`config.mk`:
```
export PLATFORM = sky130hd
export DESIGN_NAME = sadc_top
export DESIGN_NICKNAME = d
export VERILOG_FILES = /design/src/rtl/sadc_pkg.sv /design/src/rtl/sadc_prescaler.sv /design/src/rtl/sadc_top.sv
export VERILOG_INCLUDE_DIRS = /design/src /design/src/rtl
export SDC_FILE = /design/constraint.sdc
export NUM_CORES = 1
export LEC_CHECK = 0
export BUFFER_PORTS_ARGS = -buffer_cell sky130_fd_sc_hd__buf_2
export CELL_PAD_IN_SITES_DETAIL_PLACEMENT = 1
export CELL_PAD_IN_SITES_GLOBAL_PLACEMENT = 1
export CORE_UTILIZATION = 41
export CTS_CLUSTER_DIAMETER = 60
export CTS_CLUSTER_SIZE = 24
export DETAILED_ROUTE_END_ITERATION = 16
export GPL_TIMING_DRIVEN = 0
export PLACE_DENSITY_LB_ADDON = 0.1
export SKIP_LAST_GASP = 1
export SLEW_MARGIN = 10
export SYNTH_ARGS = -nofsm -noshare
export SYNTH_HDL_FRONTEND = slang
export SYNTH_HIERARCHICAL = 1
export SYNTH_SLANG_ARGS = --single-unit
```
`constraint.sdc`:
```
create_clock -name ref_clk -period 3.55 [get_ports ref_clk]
set_input_delay 0 -clock ref_clk [delete_from_list [all_inputs] [get_ports ref_clk]]
set_output_delay 0 -clock ref_clk [all_outputs]
set_load 0.01 [all_outputs]
```
`src/rtl/sadc_params.svh`:
```
/*
  Constants of the converter sequencer: register offsets, field positions,
  reset values and conversion timing.
  Assumes it is included by bare name from the package and the testbench.
*/
`ifndef SADC_PARAMS_SVH
`define SADC_PARAMS_SVH

`define SADC_ADDR_W       5
`define SADC_OFS_CTRL_A   5'h00
`define SADC_OFS_CTRL_B   5'h04
`define SADC_OFS_SEL      5'h08
`define SADC_OFS_RES_LO   5'h0C
`define SADC_OFS_RES_HI   5'h10

`define SADC_CA_ENABLE    7
`define SADC_CA_START     6
`define SADC_CA_AUTO      5
`define SADC_CA_FLAG      4
`define SADC_SEL_LEFT     5

`define SADC_RST_PSEL     3'h0
`define SADC_RST_TSRC     3'h0
`define SADC_TSRC_FREE    3'h0

`define SADC_RESP_OKAY    2'b00
`define SADC_RESP_SLVERR  2'b10

// timing in half periods of the divided converter clock; trigger sync in cpu cycles
`define SADC_NORM_END     6'd26
`define SADC_NORM_SH      6'd3
`define SADC_FIRST_END    6'd50
`define SADC_FIRST_SH     6'd27
`define SADC_AUTO_END     6'd27
`define SADC_AUTO_SH      6'd4
`define SADC_LAST_WINDOW  6'd2
`define SADC_TRIG_SYNC    3

`endif

```
`src/rtl/sadc_pkg.sv`:
```
/*
  Types, register decode and timing functions of the converter sequencer.
  Assumes sadc_params.svh is on the include path.
*/
`include "sadc_params.svh"

package sadc_pkg;

  typedef enum logic [0:0] {ST_IDLE = 1'b0, ST_CONV = 1'b1} sadc_conv_st_t;

  typedef enum logic [1:0] {
    KIND_NORMAL = 2'b00,
    KIND_FIRST  = 2'b01,
    KIND_AUTO   = 2'b10
  } sadc_kind_t;

  typedef enum logic [2:0] {
    REG_CTRL_A = 3'b000,
    REG_CTRL_B = 3'b001,
    REG_SEL    = 3'b010,
    REG_RES_LO = 3'b011,
    REG_RES_HI = 3'b100,
    REG_NONE   = 3'b111
  } sadc_reg_t;

  typedef struct packed {
    logic [1:0] reference_select;
    logic [3:0] channel_select;
  } sadc_sel_t;

  typedef struct packed {
    logic      enable;
    logic      converting;
    logic      sample_hold;
    logic      done_pulse;
    sadc_sel_t sel;
  } sadc_ana_t;

  typedef struct packed {
    logic [6:0] cnt;
  } sadc_presc_t;

  function automatic sadc_reg_t sadc_decode(input logic [`SADC_ADDR_W-1:0] a);
    case (a)
      `SADC_OFS_CTRL_A: sadc_decode = REG_CTRL_A;
      `SADC_OFS_CTRL_B: sadc_decode = REG_CTRL_B;
      `SADC_OFS_SEL:    sadc_decode = REG_SEL;
      `SADC_OFS_RES_LO: sadc_decode = REG_RES_LO;
      `SADC_OFS_RES_HI: sadc_decode = REG_RES_HI;
      default:          sadc_decode = REG_NONE;
    endcase
  endfunction

  function automatic logic [5:0] sadc_conv_end(input sadc_kind_t k);
    case (k)
      KIND_FIRST: sadc_conv_end = `SADC_FIRST_END;
      KIND_AUTO:  sadc_conv_end = `SADC_AUTO_END;
      default:    sadc_conv_end = `SADC_NORM_END;
    endcase
  endfunction

  function automatic logic [5:0] sadc_conv_sh(input sadc_kind_t k);
    case (k)
      KIND_FIRST: sadc_conv_sh = `SADC_FIRST_SH;
      KIND_AUTO:  sadc_conv_sh = `SADC_AUTO_SH;
      default:    sadc_conv_sh = `SADC_NORM_SH;
    endcase
  endfunction

endpackage

```
`src/rtl/sadc_prescaler.sv`:
```
/*
  Converter clock prescaler: power-of-two divider of the cpu clock giving
  rising and falling tick pulses of the divided converter clock.
  Assumes enable and restart are synchronous to ref_clk.
*/
`timescale 1ns/1ps
`default_nettype none

module sadc_prescaler
  import sadc_pkg::*;
(
  input  wire logic       ref_clk,
  input  wire logic       nrst,
  input  wire logic       enable,
  input  wire logic       restart,
  input  wire logic [2:0] prescaler_select,
  output logic            rise_tick,
  output logic            fall_tick,
  output logic [6:0]      count
);

  sadc_presc_t q;
  sadc_presc_t d;
  logic [6:0]  last;

  // select codes 0 and 1 both divide by two
  always_comb begin
    case (prescaler_select)
      3'h0, 3'h1: last = 7'h01;
      3'h2:       last = 7'h03;
      3'h3:       last = 7'h07;
      3'h4:       last = 7'h0F;
      3'h5:       last = 7'h1F;
      3'h6:       last = 7'h3F;
      default:    last = 7'h7F;
    endcase
    d = q;
    if (!enable || restart) begin
      d.cnt = 7'h00;
    end else if (q.cnt >= last) begin
      d.cnt = 7'h00;
    end else begin
      d.cnt = q.cnt + 7'h01;
    end
    rise_tick = enable && !restart && (q.cnt == last);
    fall_tick = enable && !restart && (q.cnt == (last >> 1));
  end

  always_ff @(posedge ref_clk or negedge nrst) begin
    if (!nrst) begin
      q <= '{cnt: 7'h00};
    end else begin
      q <= d;
    end
  end

  assign count = q.cnt;

endmodule

`default_nettype wire

```
`src/rtl/sadc_top.sv`:
```
/*
  Conversion sequencer of a 10-bit successive-approximation converter with
  an AXI4-Lite register slave, auto trigger, free running and result lock.
  Assumes trigger levels and the sar result are synchronous to ref_clk and
  that the result is valid in the last converting cycle, before done_pulse is raised.
*/
// Design decisions made here: the AXI4-Lite slave port and the register addresses.
// Operation
// - result shown right-justified, left-justified when the justify bit is set
// - reading the low byte locks both bytes; completions while locked are dropped
// - reading the high byte releases the lock
// - done flag still sets when the result was dropped
// - start bit begins a conversion, stays set while converting, self-clears
// - channel change mid-conversion waits until the last converter cycle of that conversion
// - auto mode trigger rising edge resets prescaler and starts conversion
// - trigger still high at end starts no new conversion
// - trigger edges during a conversion are ignored, not queued
// - own done flag as source restarts after each end; first via start bit
// - start bit works in auto mode and reads one during any conversion
// - prescaler counts only while enabled, held in reset otherwise
// - start bit conversion begins on next rising converter clock edge
// - normal conversion 13 converter cycles, first after enable 25; a trigger-started first conversion takes the auto 13.5
// - sample-hold 1.5 cycles into normal, 13.5 into first conversion
// - completion writes result, sets flag, clears start bit in single mode
// - auto conversion samples 2 cycles after trigger, lasts 13.5 cycles
// - trigger events pass three cpu cycles of synchronisation first
// - free running starts next conversion at completion, start bit stays one
// - channel and reference take effect only while converter is enabled
// - selection frozen once a conversion starts
// - selection copying resumes in the last converter cycle of a conversion
`timescale 1ns/1ps
`default_nettype none

module sadc_top
  import sadc_pkg::*;
(
  input  wire logic                    ref_clk,
  input  wire logic                    nrst,
  input  wire logic [`SADC_ADDR_W-1:0] s_axi_awaddr,
  input  wire logic                    s_axi_awvalid,
  output logic                         s_axi_awready,
  input  wire logic [31:0]             s_axi_wdata,
  input  wire logic [3:0]              s_axi_wstrb,
  input  wire logic                    s_axi_wvalid,
  output logic                         s_axi_wready,
  output logic [1:0]                   s_axi_bresp,
  output logic                         s_axi_bvalid,
  input  wire logic                    s_axi_bready,
  input  wire logic [`SADC_ADDR_W-1:0] s_axi_araddr,
  input  wire logic                    s_axi_arvalid,
  output logic                         s_axi_arready,
  output logic [31:0]                  s_axi_rdata,
  output logic [1:0]                   s_axi_rresp,
  output logic                         s_axi_rvalid,
  input  wire logic                    s_axi_rready,
  input  wire logic [6:0]              trig_src,
  input  wire logic [9:0]              sar_result,
  output sadc_ana_t                    ana
);

  typedef struct packed {
    logic                    enable;
    logic                    start_bit;
    logic                    auto_en;
    logic                    done_flag;
    logic [2:0]              psel;
    logic [2:0]              tsrc;
    sadc_sel_t               sel_buf;
    logic                    left_just;
    sadc_sel_t               sel_live;
    logic [9:0]              result;
    logic                    lock;
    sadc_conv_st_t           cst;
    sadc_kind_t              kind;
    logic [5:0]              halves;
    logic                    first;
    logic                    trig_prev;
    logic [`SADC_TRIG_SYNC-1:0] trig_pipe;
    logic                    sample_hold;
    logic                    done_pulse;
    logic                    awready;
    logic                    wready;
    logic                    aw_full;
    logic                    w_full;
    logic [`SADC_ADDR_W-1:0] awaddr;
    logic [7:0]              wdata;
    logic                    wstb;
    logic                    bvalid;
    logic [1:0]              bresp;
    logic                    arready;
    logic                    rvalid;
    logic [1:0]              rresp;
    logic [7:0]              rdata;
  } sadc_state_t;

  sadc_state_t q;
  sadc_state_t d;
  logic        rise_tick;
  logic        fall_tick;
  logic [6:0]  presc_cnt;
  logic        tick;
  logic        completing;
  logic        free_run;
  logic        act;
  logic        trig_level;
  logic        trig_edge;
  logic        flag_clr;
  logic        start_wr;
  logic        rd_hi;
  sadc_reg_t   widx;
  sadc_reg_t   ridx;
  logic [15:0] fmt;

  // a trigger may only act when idle; edges seen while busy are dropped here
  assign act = q.trig_pipe[`SADC_TRIG_SYNC-1] && q.enable && q.auto_en &&
               (q.tsrc != `SADC_TSRC_FREE) && (q.cst == ST_IDLE);

  sadc_prescaler u_presc (
    .ref_clk          (ref_clk),
    .nrst             (nrst),
    .enable           (q.enable),
    .restart          (act),
    .prescaler_select (q.psel),
    .rise_tick        (rise_tick),
    .fall_tick        (fall_tick),
    .count            (presc_cnt)
  );

  always_comb begin
    d             = q;
    d.sample_hold = 1'b0;
    d.done_pulse  = 1'b0;
    flag_clr      = 1'b0;
    start_wr      = 1'b0;
    rd_hi         = 1'b0;
    widx          = sadc_decode(q.awaddr);
    ridx          = sadc_decode(s_axi_araddr);
    tick          = rise_tick | fall_tick;
    free_run      = q.auto_en && (q.tsrc == `SADC_TSRC_FREE);
    trig_level    = (q.tsrc == `SADC_TSRC_FREE) ? 1'b0 : trig_src[q.tsrc - 3'h1];
    trig_edge     = trig_level && !q.trig_prev;
    completing    = (q.cst == ST_CONV) && tick &&
                    ((q.halves + 6'd1) == sadc_conv_end(q.kind));
    // alignment applied at read time, so the justify bit acts at once
    if (q.left_just) begin
      fmt = {q.result, 6'h00};
    end else begin
      fmt = {6'h00, q.result};
    end

    // write address and data may arrive in either order
    if (s_axi_awvalid && q.awready) begin
      d.aw_full = 1'b1;
      d.awaddr  = s_axi_awaddr;
    end
    if (s_axi_wvalid && q.wready) begin
      d.w_full = 1'b1;
      d.wdata  = s_axi_wdata[7:0];
      d.wstb   = s_axi_wstrb[0];
    end
    if (q.bvalid && s_axi_bready) begin
      d.bvalid = 1'b0;
    end
    if (q.aw_full && q.w_full && !q.bvalid) begin
      d.aw_full = 1'b0;
      d.w_full  = 1'b0;
      d.bvalid  = 1'b1;
      d.bresp   = (widx == REG_NONE) ? `SADC_RESP_SLVERR : `SADC_RESP_OKAY;
      if (q.wstb) begin
        case (widx)
          REG_CTRL_A: begin
            d.enable  = q.wdata[`SADC_CA_ENABLE];
            d.auto_en = q.wdata[`SADC_CA_AUTO];
            d.psel    = q.wdata[2:0];
            start_wr  = q.wdata[`SADC_CA_START];
            flag_clr  = q.wdata[`SADC_CA_FLAG];
          end
          REG_CTRL_B: d.tsrc = q.wdata[2:0];
          REG_SEL: begin
            d.sel_buf   = q.wdata[`SADC_SEL_LEFT-1] ? q.sel_buf : q.sel_buf;
            d.sel_buf   = {q.wdata[7:6], q.wdata[3:0]};
            d.left_just = q.wdata[`SADC_SEL_LEFT];
          end
          default: d.bresp = d.bresp;
        endcase
      end
    end
    d.awready = !d.aw_full && !d.bvalid;
    d.wready  = !d.w_full && !d.bvalid;

    // one read at a time; arready drops until the answer is taken
    if (q.rvalid && s_axi_rready) begin
      d.rvalid  = 1'b0;
      d.arready = 1'b1;
    end
    if (s_axi_arvalid && q.arready) begin
      d.arready = 1'b0;
      d.rvalid  = 1'b1;
      d.rresp   = (ridx == REG_NONE) ? `SADC_RESP_SLVERR : `SADC_RESP_OKAY;
      case (ridx)
        REG_CTRL_A: d.rdata = {q.enable, q.start_bit, q.auto_en, q.done_flag, 1'b0, q.psel};
        REG_CTRL_B: d.rdata = {5'h00, q.tsrc};
        REG_SEL:    d.rdata = {q.sel_buf.reference_select, q.left_just, 1'b0,
                               q.sel_buf.channel_select};
        REG_RES_LO: begin
          d.rdata = fmt[7:0];
          d.lock  = 1'b1;
        end
        REG_RES_HI: begin
          d.rdata = fmt[15:8];
          d.lock  = 1'b0;
          rd_hi   = 1'b1;
        end
        default:    d.rdata = 8'h00;
      endcase
    end

    // software clear is applied first so a hardware set in the same cycle wins
    if (flag_clr) begin
      d.done_flag = 1'b0;
    end

    // edge is delayed through the pipe before it may act
    d.trig_prev = trig_level;
    d.trig_pipe = {q.trig_pipe[`SADC_TRIG_SYNC-2:0], trig_edge};

    if ((q.cst == ST_CONV) && tick) begin
      d.halves = q.halves + 6'd1;
      if ((q.halves + 6'd1) == sadc_conv_sh(q.kind)) begin
        d.sample_hold = 1'b1;
      end
    end
    if (completing) begin
      d.cst        = ST_IDLE;
      d.done_pulse = 1'b1;
      d.done_flag  = 1'b1;
      d.start_bit  = 1'b0;
      if (!q.lock) begin
        d.result = sar_result;
      end
      if (free_run) begin
        d.cst       = ST_CONV;
        d.kind      = KIND_NORMAL;
        d.halves    = 6'd0;
        d.start_bit = 1'b1;
      end
    end else if (act) begin
      d.cst       = ST_CONV;
      d.kind      = KIND_AUTO;
      d.halves    = 6'd0;
      d.start_bit = 1'b1;
      d.first     = 1'b0;
    end else if ((q.cst == ST_IDLE) && q.start_bit && rise_tick) begin
      d.cst    = ST_CONV;
      d.kind   = q.first ? KIND_FIRST : KIND_NORMAL;
      d.halves = 6'd0;
      d.first  = 1'b0;
    end
    if (start_wr) begin
      d.start_bit = 1'b1;
    end

    // selection passes to the analog side only when idle or in the last cycle
    if (q.enable && ((q.cst == ST_IDLE) ||
        (q.halves >= (sadc_conv_end(q.kind) - `SADC_LAST_WINDOW)))) begin
      d.sel_live = q.sel_buf;
    end

    // disabling aborts any conversion and rearms the long first conversion
    if (!d.enable) begin
      d.cst         = ST_IDLE;
      d.sample_hold = 1'b0;
      d.start_bit   = 1'b0;
      d.halves    = 6'd0;
      d.first     = 1'b1;
    end
  end

  always_ff @(posedge ref_clk or negedge nrst) begin
    if (!nrst) begin
      q <= '{cst: ST_IDLE, kind: KIND_NORMAL, psel: `SADC_RST_PSEL, tsrc: `SADC_RST_TSRC,
             awready: 1'b1, wready: 1'b1, arready: 1'b1, first: 1'b1, default: '0};
    end else begin
      q <= d;
    end
  end

  assign s_axi_awready   = q.awready;
  assign s_axi_wready    = q.wready;
  assign s_axi_bvalid    = q.bvalid;
  assign s_axi_bresp     = q.bresp;
  assign s_axi_arready   = q.arready;
  assign s_axi_rvalid    = q.rvalid;
  assign s_axi_rresp     = q.rresp;
  assign s_axi_rdata     = {24'h000000, q.rdata};
  // one driver for the whole packed bundle
  assign ana = {q.enable, (q.cst == ST_CONV), q.sample_hold, q.done_pulse, q.sel_live};
endmodule

`default_nettype wire

```
# After elaboration in Yosys (flattened, before gate mapping)
# Cells that the tools add are included.
[totals]
in_bits = 70
regBits = 90
output_inout_bits = 51
elab_cells = 181
[classes]
mux = 52
add_sub_neg = 4
n_eq_ne = 33
n_reduce_logical = 51
bitwise_logic = 3
n_lt_le_gt_ge = 3
[op_table]
columns = ["op", "n"]
rows = [
  ["$pmux 7 s6", 1],
  ["$pmux 8 s5", 1],
  ["$pmux 3 s5", 2],
  ["$mux 1", 28],
  ["$logic_and 1x1->1", 23],
  ["$mux 7", 3],
  ["$eq 5x4->1 const B", 4],
  ["$mux 10", 2],
  ["$eq 3x3->1 const B", 6],
  ["$mux 9", 2],
  ["$mux 16", 1],
  ["$eq 3x2->1 const B", 5],
  ["$eq 6x6->1", 2],
  ["$logic_not 3->1", 4],
  ["$mux 12", 1],
  ["$mux 6", 2],
  ["$pmux 6 s2", 1],
  ["$eq 5x3->1 const B", 2],
  ["$eq 5x5->1 const B", 2],
  ["$logic_not 5->1", 2],
  ["$pmux 5 s2", 1],
  ["$eq 3x1->1 const B", 3],
  ["$reduce_and 3->1", 3],
  ["$mux 2", 4],
  ["26 further kinds", 41],
]

# Longest topological paths before layout
[depth]
word_depth = 14
depth_mapped = 12
ltp_nobuf = 12

# Modules after synthesis
# The synthesis kept the hierarchy.
[by_module_without_submodules]
columns = ["mod", "seq_area_each_um2", "area_each_um2", "cells_per_inst", "n_inst"]
rows = [
  ["sadc_top", 2031.9, 4224.1, 380, 1],
  ["sadc_prescaler", 175.2, 609.3, 71, 1],
]

# Least setup slack after synthesis
# OpenSTA, ideal clock, no wires.
[synth_timing]
kind = "reg-to-reg"
start = "reg q[73] (netlist bit)"
end = "reg q[50] (netlist bit)"
path_buffers = 0
required_time_ps = 3425
synth_period_minus_slack_ps = 3139
setup_slack_ps = 411
setup_ps = 125
path_stages_with_launch = 13
t_arrival_ps = 3014
cell_sequence = "dfrtp_1 -> inv_1 -> ha_1 -> nor2b_1 -> nor4_1 -> nand2b_1 -> or3_1 -> a211oi_1 -> o21a_1 -> and4b_1 -> o311ai_4 -> nor3_4 -> mux2_2"
[synth_via]
elab_chain_cells = 10
elab_cells_between_ends = 11
classes_between = "1 x bitwise; 10 x reduce/logical"
[synth_lines]
columns = ["element", "line", "source"]
rows = [
  ["start: declaration", "sadc_top.sv:96", "sadc_state_t q;"],
  ["start signal: assignment", "sadc_top.sv:281", "q <= '{cst: ST_IDLE, kind: KIND_NORMAL, psel: `SADC_RST_PSEL, tsrc: `SADC_RST_TSRC,"],
  ["$reduce_bool 3->1 (no line)", "n/a", ""],
  ["$logic_and 1x1->1 (2 in a row)", "sadc_top.sv:115", "assign act = q.trig_pipe[`SADC_TRIG_SYNC-1] && q.enable && q.auto_en &&"],
  ["via act", "sadc_top.sv:104", "logic act;"],
  ["$logic_not 1->1", "sadc_prescaler.sv:46", "fall_tick = enable && !restart && (q.cnt == (last >> 1));"],
  ["$logic_and 1x1->1 (2 in a row)", "sadc_prescaler.sv:46", ""],
  ["via fall_tick", "sadc_top.sv:99", "logic fall_tick;"],
  ["$or 1x1->1", "sadc_top.sv:138", "tick = rise_tick | fall_tick;"],
  ["$logic_and 1x1->1 (2 in a row)", "sadc_top.sv:142", "completing = (q.cst == ST_CONV) && tick &&"],
  ["$reduce_and 2->1 (no line)", "n/a", ""],
]
# The timed path passes the listed nets, and every way through them passes these cells.
# A chain may end at the register's enable or synchronous reset.

# Worst setup path after layout
[layout_timing]
start = "reg q[73] (netlist bit)"
end = "reg q[59] (netlist bit)"
# The elaborated chain is that of the path after synthesis.

==> reports/results.ini <==
[placed_design]
placedInstanceArea_um2 = 5470
hpwl_um = 8420
dp.cells = 686
portBuffers = 66
gp_congestion = 0.828

[yosys]
ys_ff_latch = 88
syn_inst = 451
avgSynthCellArea_um2 = 10.7
seq_area_frac_synth_pct = 45.7
synth_flop_cell = dfrtp_1
synth-edff-count = 0
yosysUniqueCellTypes = 61
ys_warn_count = 6
async_reset_ff_share_pct = 100
synth_area_um2 = 4830

[worst_setup_path]
critical_path.cell_chain = inv_1 -> ha_1 -> nor2b_4 -> nor4_1 -> nand2b_1 -> or3_1 -> a211oi_2 -> o21a_2 -> and4b_2 -> o311ai_4 -> nor3_4 -> buf_12 -> mux2_2
cpPeakStageDelay_ps = 450
worstPathMaxFanout = 10
crit_path_end_kind = flop
r2r_slack_ps = 240
slowest_stage = dfrtp_2
cp.arrival_ps = 3530
worst-r2r-cell-count = 13
r2r_end = q[59]
crit_buf_inv = 2
path_delay_family = simple AND/OR/NAND/NOR gates
r2r_start = q[73]
required_ps = 3770
startpoint_type = flop
critPathKind = flop to flop

[timing]
period_needed_ps = 3310
max_freq_mhz = 302
maxSlewViolCount = 0
worst_slew_margin_rel_pct = 47.1
grt_setup_unrepaired = no
fin_crit_sh_pct = 93.2
finalSetupViolations = 0
final_hold_viol_count = 0
worstMarginPinSlew_ps = 787
clock_skew_ps = 6.86
hold_ws_ps = 49.4

[floorplanning]
fp.dieW_um = 111
num_rows = 39
dieArea_um2 = 12200
initial_utilization_pct = 42.1
ioPinCount = 121
die_h_um = 111
core_area_um2 = 11500

[clock_network]
cts_root_buf = clkbuf_16
worst_skew_pair.late_latency_ps = 340
cts_max_level = 3
cts_buffers = 9
path_clk_slew_ps = 70
cts_num_sinks = 88
cts_tree = yes
clockBufferDepth = 2

[grt]
grt.overflow.total = 0
grt_first_pass_wirelength_um = 19900
grt_usage_pct = 20.4
antenna_found_initial = 0
grt_max_degree = 67
grt_pass1_vias = 3952

[routing]
wl_per_cell_um = 16.1
wl_um = 11900
vias = 3741
drt_first_pass_iters = 4
drc_errors = 0
ant_nets = 0
drt_iter0_drc = 109
via_per_inst = 5.08

[power]
ir_worst_vdd_mv = 0.354
p_per_area_nw_per_um2 = 491
p_leak_nw = 2.96

[flow_run]
max_cap_viol_count = 0

[layout]
final_cell_mix = dfrtp_1 (83), buf_2 (66), buf_4 (51)
areaGrowthSynthToFinish_pct = 26.7
layout_commonest_cell = dfrtp_1
layout-drive-gt1-share_pct = 34.0
design_area_um2 = 6120
fin_nets = 672
layoutNonFillerInstCount = 737
antenna_cells = 0
nFillCells = 1285

[hold_path]
holdPathStages = 4
worst_hold_path_type = input port to flop
hp-start = s_axi_araddr[4]
whs_endpoint = q[49]

[run_status]
status = completed

worst reg2reg max path: stages (launching register included):
cell and delay [ps]:
dfrtp_2 450, inv_1 110, ha_1 200, nor2b_4 210
nor4_1 120, nand2b_1 230, or3_1 390, a211oi_2 200
o21a_2 160, and4b_2 270, o311ai_4 160, nor3_4 200
buf_12 160, mux2_2 340
cell usage after synthesis (7+ instances only):
| cell | instances | area share, % |
|---|---|---|
| a21oi_1 | 15 | 1.6 |
| buf_4 | 48 | 7.5 |
| nor2_1 | 32 | 2.5 |
| mux2_2 | 44 | 10 |
| nor3_1 | 9 | 0.93 |
| inv_1 | 15 | 1.2 |
| dfrtp_1 | 84 | 43 |
| nand3_1 | 10 | 1.0 |
| and3_1 | 7 | 0.91 |
| nor2b_1 | 8 | 1.0 |
| o21ai_0 | 18 | 1.9 |
| mux2i_1 | 12 | 2.5 |
| ha_1 | 13 | 3.4 |
| xnor2_1 | 13 | 2.4 |
| nand2_1 | 27 | 2.1 |
flip-flops by register name, summed over array words and instances, names as in the netlist:
| name | count |
|---|---|
| q | 54 |
| ana | 10 |
| s_axi_rdata | 8 |
| u_presc/count | 7 |
| d | 2 |
| s_axi_arready | 1 |
| s_axi_awready | 1 |
| s_axi_bresp | 1 |
| s_axi_bvalid | 1 |
| s_axi_rresp | 1 |
| s_axi_rvalid | 1 |
| s_axi_wready | 1 |
area by class of cell:
type,instances,area (um^2),share of cell area [%]
multi-input combinational,315,2270,37.1
tap,143,179,2.92
buffer,58,415,6.79
clock inverter,7,53.8,0.879
inverter,15,56.3,0.920
timing repair buffer,102,716,11.7
sequential,88,2210,36.1
clock buffer,9,225,3.68
per-stage QoR:
step,worst slack (ps),utilization (%),power (mW),TNS [ps]
final,241,53.4,3.01,0
after global routing,66.7,53.4,3.17,0
after CTS,16.2,53.2,3.03,0
after detailed placement,-371,47.7,2.08,-5230
after global placement,-268,47.4,2.03,-3740
after floorplan,411,-,1.82,0
kinds of logic after synthesis:
logic type,after synthesis,share of synthesized area [%]
AND/OR/NAND/NOR,127,13.9
flip-flops,88,45.7
AO/OA/AOI/OAI,74,10.8
buffers and inverters,73,9.76
multiplexers,57,13.2
XOR/XNOR,18,3.26
adder cells (fa/ha/maj),13,3.37
other,1,0.0776
routing by layer:
layer	up-vias	GRT usage, %	wire length (um)
met5	-	0	0
met4	0	5.07	109
met3	8	3.35	375
met2	82	35.2	6010
met1	1836	26.5	5390
li1	1815	-	-
report_power, final:
group          internal (mW)  leakage, nW  total, mW  switching (mW)
clock                  0.482        0.141      0.910           0.427
sequential              1.20         1.15       1.36           0.159
combinational          0.402         1.66      0.744           0.341
what timing repair did:
item | CTS | global route
pin swaps | 2 | 1
buffers inserted | 1 | 2
resized for setup | 5 | 2
setup endpoints to repair | 16 | 15
hold buffers | 32 | 0
gates cloned | 0 | 0
endpoints found under the hold margin | 115 | 0
how the worst max path moves through the flow:
stage	end	cells past startpoint	startpoint
CTS	q[59]	13	q[73]
finish	q[59]	13	q[73]
detailed placement	q[59]	12	q[73]
floorplan	q[50]	12	q[73]
global route	q[54]	13	q[73]
global placement	q[45]	12	q[73]
(Power assumes the default switching activity.)
